--- src/smc_regs.vh ---
// Register map, field positions and timing constants of the standby mode controller.
// Assumes a 125 MHz mclk; included by bare name from the AXI front end, the top and the bench.
`ifndef SMC_REGS_VH
`define SMC_REGS_VH
// Stabilization time select register: printed at 0xFFF4, byte address kept as printed
`define SMC_STAB_SEL_ADDR 16'hFFF4
// Control register with clock source select, watchdog clock source and option readback
`define SMC_CTRL_ADDR 16'hFFF8
// Read-only status of the controller
`define SMC_STATUS_ADDR 16'hFFFC
// Low-speed oscillator mode register, bit 0 is the software stop bit
`define SMC_LSO_MODE_ADDR 16'hFFF0
`define SMC_LSO_STOP_BIT 0
`define SMC_STAB_SEL_W 2
// Select register value after reset; undefined in hardware, longest wait picked here
`define SMC_STAB_SEL_RST 2'h3
// Status register bit that mirrors the low-speed oscillator enable
`define SMC_STATUS_LSO_BIT 8
// Control register fields
`define SMC_CTRL_CLKSRC_BIT 0
`define SMC_CTRL_WDT_LSO_BIT 1
`define SMC_CTRL_LSO_SWSTOP_OK_BIT 2
// Operation stop time after stop release, in ns (min/typ/max)
`define SMC_STOP_TIME_MIN_NS 17000
`define SMC_STOP_TIME_TYP_NS 34000
`define SMC_STOP_TIME_MAX_NS 67000
`define SMC_CLK_PERIOD_NS 8
// Typical stop time in mclk cycles, rounded down as a nominal figure
`define SMC_STOP_TIME_CYC (`SMC_STOP_TIME_TYP_NS / `SMC_CLK_PERIOD_NS)
// Stabilization wait exponents for codes 00, 01, 10, 11
`define SMC_STAB_EXP0 10
`define SMC_STAB_EXP1 12
`define SMC_STAB_EXP2 15
`define SMC_STAB_EXP3 17
`define SMC_CNT_W 18
`endif

--- src/smc_axil.v ---
// AXI4-Lite slave front end: takes one write and one read, hands simple strobes on.
// Assumes the core answers reads combinationally from rd_addr in the same cycle.
`include "smc_regs.vh"
module smc_axil (
   input wire mclk, // System clock
   input wire rst, // Asynchronous reset, active high
   input wire [15:0] s_axi_awaddr, // Write address
   input wire s_axi_awvalid, // Write address valid
   output wire s_axi_awready, // Write address ready
   input wire [31:0] s_axi_wdata, // Write data
   input wire [3:0] s_axi_wstrb, // Write strobes
   input wire s_axi_wvalid, // Write data valid
   output wire s_axi_wready, // Write data ready
   output reg [1:0] s_axi_bresp, // Write response
   output reg s_axi_bvalid, // Write response valid
   input wire s_axi_bready, // Write response ready
   input wire [15:0] s_axi_araddr, // Read address
   input wire s_axi_arvalid, // Read address valid
   output wire s_axi_arready, // Read address ready
   output reg [31:0] s_axi_rdata, // Read data
   output reg [1:0] s_axi_rresp, // Read response
   output reg s_axi_rvalid, // Read data valid
   input wire s_axi_rready, // Read data ready
   output wire wr_en, // One-cycle write strobe to core
   output reg [15:0] wr_addr, // Write address to core
   output reg [31:0] wr_data, // Write data to core
   output reg [3:0] wr_strb, // Write byte enables to core
   input wire wr_ok, // Core decodes wr_addr
   output wire [15:0] rd_addr, // Read address to core
   input wire [31:0] rd_data, // Read data from core
   input wire rd_ok // Core decodes rd_addr
);
   reg aw_have_q;
   reg w_have_q;
   // Each channel is taken independently; a held half waits for its partner
   assign s_axi_awready = ~aw_have_q & ~s_axi_bvalid;
   assign s_axi_wready = ~w_have_q & ~s_axi_bvalid;
   assign s_axi_arready = ~s_axi_rvalid;
   assign rd_addr = s_axi_araddr;
   assign wr_en = aw_have_q & w_have_q & ~s_axi_bvalid;
   // Write capture and response
   always @(posedge mclk or posedge rst)
   begin
      if (rst)
      begin
         aw_have_q <= 1'b0;
         w_have_q <= 1'b0;
         wr_addr <= 16'h0000;
         wr_data <= 32'h00000000;
         wr_strb <= 4'h0;
         s_axi_bvalid <= 1'b0;
         s_axi_bresp <= 2'h0;
      end
      else
      begin
         if (s_axi_awvalid && s_axi_awready)
         begin
            aw_have_q <= 1'b1;
            wr_addr <= s_axi_awaddr;
         end
         if (s_axi_wvalid && s_axi_wready)
         begin
            w_have_q <= 1'b1;
            wr_data <= s_axi_wdata;
            wr_strb <= s_axi_wstrb;
         end
         if (wr_en)
         begin
            aw_have_q <= 1'b0;
            w_have_q <= 1'b0;
            s_axi_bvalid <= 1'b1;
            s_axi_bresp <= wr_ok ? 2'h0 : 2'h2; // SLVERR on unmapped address
         end
         else if (s_axi_bvalid && s_axi_bready)
            s_axi_bvalid <= 1'b0;
      end
   end
   // Read answer one cycle after the address is taken
   always @(posedge mclk or posedge rst)
   begin
      if (rst)
      begin
         s_axi_rvalid <= 1'b0;
         s_axi_rdata <= 32'h00000000;
         s_axi_rresp <= 2'h0;
      end
      else if (s_axi_arvalid && s_axi_arready)
      begin
         s_axi_rvalid <= 1'b1;
         s_axi_rdata <= rd_ok ? rd_data : 32'h00000000;
         s_axi_rresp <= rd_ok ? 2'h0 : 2'h2;
      end
      else if (s_axi_rvalid && s_axi_rready)
         s_axi_rvalid <= 1'b0;
   end
endmodule

--- src/smc_wait_cnt.v ---
// Down counter used for the operation stop time and the stabilization wait.
// Assumes load and run come from logic on mclk.
module smc_wait_cnt #(
   parameter W = 18 // Counter width
) (
   input wire mclk, // System clock
   input wire rst, // Asynchronous reset, active high
   input wire load, // Load a new count
   input wire [W-1:0] load_val, // Cycles to count
   input wire run, // Count while high
   output wire done // High when count reached zero
);
   reg [W-1:0] cnt_q;
   // Load wins over counting so a fresh wait never inherits an old remainder
   always @(posedge mclk or posedge rst)
   begin
      if (rst)
         cnt_q <= {W{1'b0}};
      else if (load)
         cnt_q <= load_val;
      else if (run && cnt_q != {W{1'b0}})
         cnt_q <= cnt_q - {{(W-1){1'b0}}, 1'b1};
   end
   assign done = (cnt_q == {W{1'b0}});
endmodule

--- src/smc_top.v ---
// Standby mode controller: halt and stop modes, clock gating and wake-up waits.
// Assumes the CPU pulses halt_req/stop_req on mclk and the oscillator reports osc_started.
// Notes on behaviour
// Halt instruction gates the CPU clock
// Halt keeps system oscillator and peripheral clock
// Running low-speed oscillator keeps running in halt
// Stop instruction halts system oscillator
// Interrupt request releases stop mode
// Hold operation for stop time after release
// Standby keeps registers, flags, latches unchanged
// Stabilization wait only for crystal/ceramic source
// No wait for internal or external clock
// Codes select 2^10, 2^12, 2^15, 2^17 cycles
// Select register at FFF4, bits 7:2 zero
// Count wait only from oscillation start
// Software stop bit honoured only when option allows
// Running low-speed oscillator not stopped in stop
// Stop low-speed watchdog clock in stop mode
// Software stops peripherals before stop instruction
// Software clears converter bits before standby
// Software programs long enough stabilization time
// Pending unmasked interrupt releases standby immediately
// Wait counter re-enables CPU clock at terminal count
//
// The implementer's own choice: register access over AXI4-Lite.
`include "smc_regs.vh"
module smc_top #(
   parameter STOP_CYC = `SMC_STOP_TIME_CYC, // Operation stop time in cycles
   parameter STAB_EXP0 = `SMC_STAB_EXP0, // Wait exponent, code 00
   parameter STAB_EXP1 = `SMC_STAB_EXP1, // Wait exponent, code 01
   parameter STAB_EXP2 = `SMC_STAB_EXP2, // Wait exponent, code 10
   parameter STAB_EXP3 = `SMC_STAB_EXP3 // Wait exponent, code 11
) (
   input wire mclk, // System clock, 125 MHz
   input wire rst, // Asynchronous reset, active high
   input wire [15:0] s_axi_awaddr, // AXI write address
   input wire s_axi_awvalid, // AXI write address valid
   output wire s_axi_awready, // AXI write address ready
   input wire [31:0] s_axi_wdata, // AXI write data
   input wire [3:0] s_axi_wstrb, // AXI write strobes
   input wire s_axi_wvalid, // AXI write data valid
   output wire s_axi_wready, // AXI write data ready
   output wire [1:0] s_axi_bresp, // AXI write response
   output wire s_axi_bvalid, // AXI write response valid
   input wire s_axi_bready, // AXI write response ready
   input wire [15:0] s_axi_araddr, // AXI read address
   input wire s_axi_arvalid, // AXI read address valid
   output wire s_axi_arready, // AXI read address ready
   output wire [31:0] s_axi_rdata, // AXI read data
   output wire [1:0] s_axi_rresp, // AXI read response
   output wire s_axi_rvalid, // AXI read valid
   input wire s_axi_rready, // AXI read ready
   input wire halt_req, // CPU executed halt, one-cycle pulse
   input wire stop_req, // CPU executed stop, one-cycle pulse
   input wire irq_pending, // Some request flag set with mask clear
   input wire osc_started, // System oscillator running again (pin)
   input wire lso_sw_stop_allowed, // Option: low-speed osc stoppable by software
   output reg cpu_clk_en, // CPU clock gate enable
   output reg periph_clk_en, // Peripheral clock gate enable
   output reg sys_osc_en, // System oscillator enable
   output reg lso_en, // Low-speed oscillator enable
   output reg wdt_lso_clk_en, // Watchdog clock enable when on low-speed osc
   output reg hold_state // Freeze request for registers, latches and buffers
);
   // One-hot controller states
   localparam [4:0] ST_RUN = 5'h01;
   localparam [4:0] ST_HALT = 5'h02;
   localparam [4:0] ST_STOP = 5'h04;
   localparam [4:0] ST_OSC = 5'h08;
   localparam [4:0] ST_WAIT = 5'h10;
   localparam CW = `SMC_CNT_W;

   wire wr_en;
   wire [15:0] wr_addr;
   wire [31:0] wr_data;
   wire [3:0] wr_strb;
   wire [15:0] rd_addr;
   reg [31:0] rd_data;
   reg rd_ok;
   reg wr_ok;
   reg [4:0] state_q;
   reg [4:0] state_d;
   reg [1:0] stab_sel_q;
   reg clk_src_xtal_q;
   reg wdt_on_lso_q;
   reg low_speed_osc_sw_stop_q;
   reg osc_s1_q;
   reg osc_s2_q;
   reg opt_s1_q;
   reg opt_s2_q;
   reg cnt_load;
   reg [CW-1:0] cnt_val;
   reg cnt_run;
   wire cnt_done;

   // Wait length for a stabilization code
   function [CW-1:0] stab_cycles;
      input [1:0] code;
      begin
         case (code)
            2'h0: stab_cycles = {{(CW-1){1'b0}}, 1'b1} << STAB_EXP0;
            2'h1: stab_cycles = {{(CW-1){1'b0}}, 1'b1} << STAB_EXP1;
            2'h2: stab_cycles = {{(CW-1){1'b0}}, 1'b1} << STAB_EXP2;
            default: stab_cycles = {{(CW-1){1'b0}}, 1'b1} << STAB_EXP3;
         endcase
      end
   endfunction

   smc_axil u_axil (
      .mclk(mclk),
      .rst(rst),
      .s_axi_awaddr(s_axi_awaddr),
      .s_axi_awvalid(s_axi_awvalid),
      .s_axi_awready(s_axi_awready),
      .s_axi_wdata(s_axi_wdata),
      .s_axi_wstrb(s_axi_wstrb),
      .s_axi_wvalid(s_axi_wvalid),
      .s_axi_wready(s_axi_wready),
      .s_axi_bresp(s_axi_bresp),
      .s_axi_bvalid(s_axi_bvalid),
      .s_axi_bready(s_axi_bready),
      .s_axi_araddr(s_axi_araddr),
      .s_axi_arvalid(s_axi_arvalid),
      .s_axi_arready(s_axi_arready),
      .s_axi_rdata(s_axi_rdata),
      .s_axi_rresp(s_axi_rresp),
      .s_axi_rvalid(s_axi_rvalid),
      .s_axi_rready(s_axi_rready),
      .wr_en(wr_en),
      .wr_addr(wr_addr),
      .wr_data(wr_data),
      .wr_strb(wr_strb),
      .wr_ok(wr_ok),
      .rd_addr(rd_addr),
      .rd_data(rd_data),
      .rd_ok(rd_ok)
   );

   smc_wait_cnt #(
      .W(CW)
   ) u_cnt (
      .mclk(mclk),
      .rst(rst),
      .load(cnt_load),
      .load_val(cnt_val),
      .run(cnt_run),
      .done(cnt_done)
   );

   // Oscillator-start flag and option strap come from outside the clock domain
   always @(posedge mclk or posedge rst)
   begin
      if (rst)
      begin
         osc_s1_q <= 1'b0;
         osc_s2_q <= 1'b0;
         opt_s1_q <= 1'b0;
         opt_s2_q <= 1'b0;
      end
      else
      begin
         osc_s1_q <= osc_started;
         osc_s2_q <= osc_s1_q;
         opt_s1_q <= lso_sw_stop_allowed;
         opt_s2_q <= opt_s1_q;
      end
   end

   // Address decode for writes
   always @*
   begin
      if (wr_addr == `SMC_STAB_SEL_ADDR)
         wr_ok = 1'b1;
      else if (wr_addr == `SMC_CTRL_ADDR)
         wr_ok = 1'b1;
      else if (wr_addr == `SMC_LSO_MODE_ADDR)
         wr_ok = 1'b1;
      else if (wr_addr == `SMC_STATUS_ADDR)
         wr_ok = 1'b1;
      else
         wr_ok = 1'b0;
   end

   // Register writes; status writes are accepted and ignored
   always @(posedge mclk or posedge rst)
   begin
      if (rst)
      begin
         stab_sel_q <= `SMC_STAB_SEL_RST; // Longest wait is the safe pick
         clk_src_xtal_q <= 1'b1;
         wdt_on_lso_q <= 1'b0;
         low_speed_osc_sw_stop_q <= 1'b0;
      end
      else if (wr_en && wr_strb[0])
      begin
         if (wr_addr == `SMC_STAB_SEL_ADDR)
            stab_sel_q <= wr_data[`SMC_STAB_SEL_W-1:0];
         else if (wr_addr == `SMC_CTRL_ADDR)
         begin
            clk_src_xtal_q <= wr_data[`SMC_CTRL_CLKSRC_BIT];
            wdt_on_lso_q <= wr_data[`SMC_CTRL_WDT_LSO_BIT];
         end
         else if (wr_addr == `SMC_LSO_MODE_ADDR)
            low_speed_osc_sw_stop_q <= wr_data[`SMC_LSO_STOP_BIT];
      end
   end

   // Read decode, upper bits read as zero
   always @*
   begin
      rd_data = 32'h00000000;
      rd_ok = 1'b1;
      if (rd_addr == `SMC_STAB_SEL_ADDR)
         rd_data[1:0] = stab_sel_q;
      else if (rd_addr == `SMC_CTRL_ADDR)
      begin
         rd_data[`SMC_CTRL_CLKSRC_BIT] = clk_src_xtal_q;
         rd_data[`SMC_CTRL_WDT_LSO_BIT] = wdt_on_lso_q;
         rd_data[`SMC_CTRL_LSO_SWSTOP_OK_BIT] = opt_s2_q;
      end
      else if (rd_addr == `SMC_LSO_MODE_ADDR)
         rd_data[`SMC_LSO_STOP_BIT] = low_speed_osc_sw_stop_q;
      else if (rd_addr == `SMC_STATUS_ADDR)
      begin
         rd_data[4:0] = state_q;
         rd_data[`SMC_STATUS_LSO_BIT] = lso_en;
      end
      else
         rd_ok = 1'b0;
   end

   // Mode sequencing; a pending interrupt blocks entry, so the state stays in run
   always @*
   begin
      state_d = state_q;
      cnt_load = 1'b0;
      cnt_val = {CW{1'b0}};
      cnt_run = 1'b0;
      case (state_q)
         ST_RUN:
         begin
            if (stop_req && !irq_pending)
               state_d = ST_STOP;
            else if (halt_req && !irq_pending)
               state_d = ST_HALT;
         end
         ST_HALT:
         begin
            if (irq_pending)
               state_d = ST_RUN;
         end
         ST_STOP:
         begin
            if (irq_pending)
            begin
               state_d = ST_OSC;
               cnt_load = 1'b1;
               cnt_val = STOP_CYC[CW-1:0];
            end
         end
         ST_OSC:
         begin
            // Stop time runs first; the wait only starts once the oscillator is up
            cnt_run = 1'b1;
            if (cnt_done && osc_s2_q)
            begin
               if (clk_src_xtal_q)
               begin
                  state_d = ST_WAIT;
                  cnt_load = 1'b1;
                  cnt_val = stab_cycles(stab_sel_q);
               end
               else
                  state_d = ST_RUN;
            end
         end
         ST_WAIT:
         begin
            cnt_run = 1'b1;
            if (cnt_done)
               state_d = ST_RUN;
         end
         default:
            state_d = ST_RUN;
      endcase
   end

   // State register
   always @(posedge mclk or posedge rst)
   begin
      if (rst)
         state_q <= ST_RUN;
      else
         state_q <= state_d;
   end

   // Clock and oscillator controls, registered from the next state
   always @(posedge mclk or posedge rst)
   begin
      if (rst)
      begin
         cpu_clk_en <= 1'b1;
         periph_clk_en <= 1'b1;
         sys_osc_en <= 1'b1;
         lso_en <= 1'b1;
         wdt_lso_clk_en <= 1'b1;
         hold_state <= 1'b0;
      end
      else
      begin
         cpu_clk_en <= (state_d == ST_RUN);
         periph_clk_en <= (state_d == ST_RUN) || (state_d == ST_HALT);
         sys_osc_en <= (state_d != ST_STOP);
         hold_state <= (state_d != ST_RUN);
         // Software stop acts only outside standby, so a running osc stays up there
         if (state_d == ST_RUN)
            lso_en <= ~(opt_s2_q & low_speed_osc_sw_stop_q);
         else
            lso_en <= lso_en;
         wdt_lso_clk_en <= ~(wdt_on_lso_q && (state_d != ST_RUN)
            && (state_d != ST_HALT));
      end
   end
endmodule

--- config.mk ---
export PLATFORM = sky130hd
export DESIGN_NAME = smc_top
export DESIGN_NICKNAME = d
export VERILOG_FILES = /design/src/smc_axil.v /design/src/smc_wait_cnt.v /design/src/smc_top.v
export VERILOG_INCLUDE_DIRS = /design/src
export SDC_FILE = /design/constraint.sdc
export NUM_CORES = 1
export LEC_CHECK = 0
export ABC_AREA = 1
export BUFFER_PORTS_ARGS = -buffer_cell sky130_fd_sc_hd__buf_2
export CORE_AREA = 4 4 122 124
export CTS_CLUSTER_SIZE = 25
export DETAILED_ROUTE_END_ITERATION = 8
export DIE_AREA = 0 0 126 128
export SYNTH_ARGS = -nofsm -noshare
export SYNTH_HDL_FRONTEND = slang
export SYNTH_SLANG_ARGS = --single-unit
--- constraint.sdc ---
create_clock -name mclk -period 2.95 [get_ports mclk]
set_clock_uncertainty 0.15 [all_clocks]
set_input_delay 0.59 -clock mclk [delete_from_list [all_inputs] [get_ports mclk]]
set_output_delay 0.59 -clock mclk [all_outputs]
set_load 0.01 [all_outputs]
# Yosys cells after proc, flatten, opt, wreduce, memory -nomap -nowiden
# Cells that the tools add are included.
[word_totals] reg_bits=97 in_bits=80 output_inout_bits=47 wordCells=136
[classes] addsub=1 n_eq_ne=20 n_mux=50 bitwise_logic=13 n_reduce_logical=26
[ops] op="16-bit == test (second input constant)" count=8
[ops] op="18-bit 2-to-1 mux" count=4
[ops] op="18-bit case mux with 3 select lines" count=1
[ops] op="5-bit 2-to-1 mux" count=8
[ops] op="18-bit case mux with 2 select lines" count=1
[ops] op="1-bit 2-to-1 mux" count=25
[ops] op="5-bit case mux with 5 select lines" count=1
[ops] op="18-bit logical NOT" count=1
[ops] op="18-bit nonzero test" count=1
[ops] op="18-bit by 1-bit subtractor with 18-bit output (second input constant)" count=1
[ops] op="13-bit 2-to-1 mux" count=1
[ops] op="1-bit logical AND" count=12
[ops] op="5-bit by 1-bit == test with 1-bit output (second input constant)" count=2
[ops] op="5-bit by 2-bit == test with 1-bit output (second input constant)" count=2
[ops] op="2-bit nonzero test" count=5
[ops] op="9-bit 2-to-1 mux" count=1
[ops] op="2-bit 2-to-1 mux" count=4
[ops] op="1-bit inverter" count=8
[ops] op="3-bit 2-to-1 mux" count=2
[ops] op="1-bit AND" count=5
[ops] op="5-bit by 3-bit == test with 1-bit output (second input constant)" count=1
[ops] op="5-bit by 4-bit == test with 1-bit output (second input constant)" count=1
[ops] op="5-bit == test (second input constant)" count=1
[ops] op="5-bit by 1-bit != test with 1-bit output (second input constant)" count=1
[ops] op="other kinds (13)" count=13

# Logic depth before layout (Yosys ltp)
[logic_depth] depth_word=9 ltp_mapped=12 depth_no_buf=12

# By module
# A second synthesis with hierarchy kept.
[unflattened] hier_cells=823 hier_area_um2=6468.7
[modules_own_cells] module="smc_axil" instances=1 cells_each=410 area_per_inst_um2=3784.9
[modules_own_cells] module="smc_wait_cnt" instances=1 cells_each=232 area_per_inst_um2=1412.6
[modules_own_cells] module="smc_top" instances=1 cells_each=181 area_per_inst_um2=1271.2

# Worst setup path before layout
# Ideal clock, no wire load.
[synth_timing] path_kind="reg2reg" startpoint="reg u_cnt.cnt_q[0]" endpoint="reg u_cnt.cnt_q[11]" arrival_ps=1522 slack_ps=1158 path_stages_with_launch=12 path_buffers=1 cell_sequence="dfrtp_1 > inv_1 > ha_1 > nand2_4 > nor2_8 > nand3_4 > nand2_4 > inv_6 > buf_12 > nand3_2 > xor2_1 > nor2_1"
[synth_between] elab_chain_len=5 word_cells_on_any_way=12 cone_classes="add/sub: 1; mux: 6; reduce/logical: 5"
[synth_lines] item="from (decl)" line_no="smc_wait_cnt.v:13" source="reg [W-1:0] cnt_q;"
[synth_lines] item="from (signal assigned)" line_no="smc_wait_cnt.v:18" source="cnt_q <= {W{1'b0}};"
[synth_lines] item="from (signal assigned)" line_no="smc_wait_cnt.v:20" source="cnt_q <= load_val;"
[synth_lines] item="from (signal assigned)" line_no="smc_wait_cnt.v:22" source="cnt_q <= cnt_q - {{(W-1){1'b0}}, 1'b1};"
[synth_lines] item="parallel branches: the longest is 5 deep, another holds 18-bit by 1-bit subtractor with 18-bit output"
# Several ways; the timed one is not identified. The select of a mux whose other input is x is not followed.
# A chain may end at the register's enable or synchronous reset.

# Final worst setup path
[layout_timing] startpoint="reg u_cnt.cnt_q[0]" endpoint="reg u_cnt.cnt_q[3]"
# Same word-level chain as after synthesis.

==> run metrics <==
number of gates resized after cts 0; Tot Pwr 3.69 mW; Slowest cell on crit path dfrtp_1; gp weighted congestion 0.830; count leader, synth nand2_1; Max Slew Vio Count 0; Post-CTS Setup Bufs 0; Setup crit end kind register; Final setup viols 0; CP delay by family, top simple AND/OR/NAND/NOR gates; Worst Path Required 3.02 ns; CP max stage delay 0.38 ns; Avg Inst Size Synth 8.58 sq um; DR WL/cell 11.7 um; Yosys cell types 44; Post-CTS Hold Buffers 0; P_leak 2.25 nW; top post-synthesis cells by count nand2_1, dfrtp_1, nor2_1, inv_1, buf_4; RSZ-0062 raised after global routing false; Sequential Area 1740 sq um; leading area contributor after synthesis dfrtp_1; Worst-path clk slew 0.06 ns; Slew @ Worst Pin 0.705 ns; antenna violations before repair 0; H-tree depth 3; via count 3,075; CTS tree yes; GRT Resource Usage Total 10.4%; core area 13,800 sq um; flops & latches, synth 69; hpwl dp 6.35 mm; Inserted Clock Buffers 9; Syn. warnings 0; final WL 8.25 mm; Post-route DRC 0; fraction of power spent switching nets 35.8%; Finished Layout Cells 703; Post-synth EDFFs 0; area grow syn2layout 18.8%; Syn Inst Count 445; I/O pin count 127; Crit path arrival time 2.20 ns; FP Rows 43; CP max FO 11; Slew HR 52.9%; Sink Count 69; DRT Pass-1 Iters 4; Comb pwr share 31.3%; clk_lat worst skew 0.33 ns; Final ANT Viol Nets 0; share of cells above drive strength 1 27.3%; largest net degree at the start of global routing 26; global-route wire length before repair 13.8 mm; status completed; final worst path period need 2.13 ns; Critical Path Start Type register; vias in the first global route 3,013; sequential share of power 39.4%; internal power component 2.37 mW; Max Freq 469 MHz; maximum vdd drop 650 uV; crit path cell chain inv_1 > ha_1 > nand2_4 > nor2_8 > nand2_2 > nor2_4 > nand4_4 > nand2_4 > nor2_4 > nand2_1 > nand2_1; NetSw 1.32 mW; synth top area cells dfrtp_1, nand2_1, dfstp_2; worst hold margin 0.135 ns; max-cap violations 0; Root Buffer clkbuf_16; dpl cells 687; CP bufs+invs 1; IO buf count 65; critical path type reg -> reg; Netlist Area Pre-Place 3820 sq um; fraction of registers with async set/reset 100%; sequential fraction of the synthesis area 45.5%; top cell type's share of synthesized area 39.3%; prevailing post-synth register cell dfrtp_1; Starting Density 27.7%; n_diodes 0; Final Hold Viols 0; Clk network pwr share 29.3%; # fillers 1,464; Setup TNS Final 0 ns; GR Overflow Total 0; Die Ht 128 um; final worst-path cycle share 72.3%; Die ar. 16,100 sq um; Hold Crit Class in -> async; DR iter-0 viols 92; die width 126 um; final worst slack 0.818 ns; maximum clock path buffer count 2; dpl ws 0.821 ns; area of the multi-input gates 1730 sq um; P per Cell Area 813 nW/um^2; Final Net Count 599; vias per inst 4.37
[worst paths after layout]
| check | startpoint | endpoint | slack [ns] | cells after the start |
|---|---|---|---|---|
| min in group mclk | opt_s1_q | opt_s2_q | 0.20 | 0 |
| worst max-delay path | u_cnt.cnt_q[0] | u_cnt.cnt_q[3] | 0.82 | 11 |
| worst min-delay path | rst | u_axil.wr_addr[10] | 0.14 | 2 |
| worst max register to register | u_cnt.cnt_q[0] | u_cnt.cnt_q[3] | 0.82 | 11 |
| worst min register to register | opt_s1_q | opt_s2_q | 0.20 | 0 |
| max in group asynchronous | rst | sys_osc_en | 1.76 | 3 |
[power groups by stage]
stage          logic (mW)  registers, mW  clock network, mW
3_3_place_gp         1.12           1.46                  0
2_1_floorplan       0.920           1.43                  0
6_report             1.16           1.45               1.08
3_5_place_dp         1.16           1.47                  0
5_1_grt              1.32           1.50               1.16
4_1_cts              1.17           1.45               1.11
[registers in the layout, indices dropped and copies added (netlist names), 2 cells and up]
signal,count
u_axil.wr_data,2
state_q,5
u_cnt.cnt_q,18
stab_sel_q,2
u_axil.wr_addr,16
u_axil.s_axi_rdata,6
[through the flow]
step | utilization, % | area (sq um)
after floorplan | - | 3920
after global placement | 30.7 | 4230
after detailed placement | 30.7 | 4230
after CTS | 32.9 | 4540
after global routing | 32.9 | 4540
final | 32.9 | 4540
[layout by cell type, fill, tap and decap left out, drive strengths merged, types with 9 or more instances in the layout]
master	count
buf	67
clkbuf	11
conb	28
dfrtp	60
dfstp	9
inv	51
mux2	12
nand2	105
nand3	30
nand4	11
nor2	60
nor3	11
o21ai	20
[worst register-to-register path, cell delays in order (launching register included)]
cell and delay, ns:
dfrtp_1 0.38, inv_1 0.10, ha_1 0.22, nand2_4 0.10
nor2_8 0.21, nand2_2 0.09, nor2_4 0.11, nand4_4 0.22
nand2_4 0.23, nor2_4 0.09, nand2_1 0.07, nand2_1 0.05
[cells by family after synthesis]
group / Yosys count / share of synthesized area [%]
flip-flops: 69 / 45.5
AND/OR/NAND/NOR: 227 / 30.1
XOR/XNOR: 11 / 2.52
multiplexers: 12 / 3.54
other: 1 / 0.0982
AO/OA/AOI/OAI: 41 / 6.16
adder cells (fa/ha/maj): 1 / 0.328
buffers and inverters: 83 / 11.7
[layout make-up]
class	count	share of cell area (%)
clock buffers	11	5.35
clock inverters	5	1.32
inverters	51	4.33
multi-input cells	320	38.2
flip-flops and latches	69	38.3
well taps	180	4.96
repair buffers	67	7.50
[per-layer routing]
| metal | vias up | global-route usage, % | wire (um) |
|---|---|---|---|
| li1 | 1524 | - | - |
| met1 | 1448 | 13.5 | 3850 |
| met2 | 89 | 15.9 | 3660 |
| met3 | 14 | 3.83 | 608 |
| met4 | 0 | 3.72 | 142 |
| met5 | - | 0 | 0 |
(Power assumes the default switching activity.)
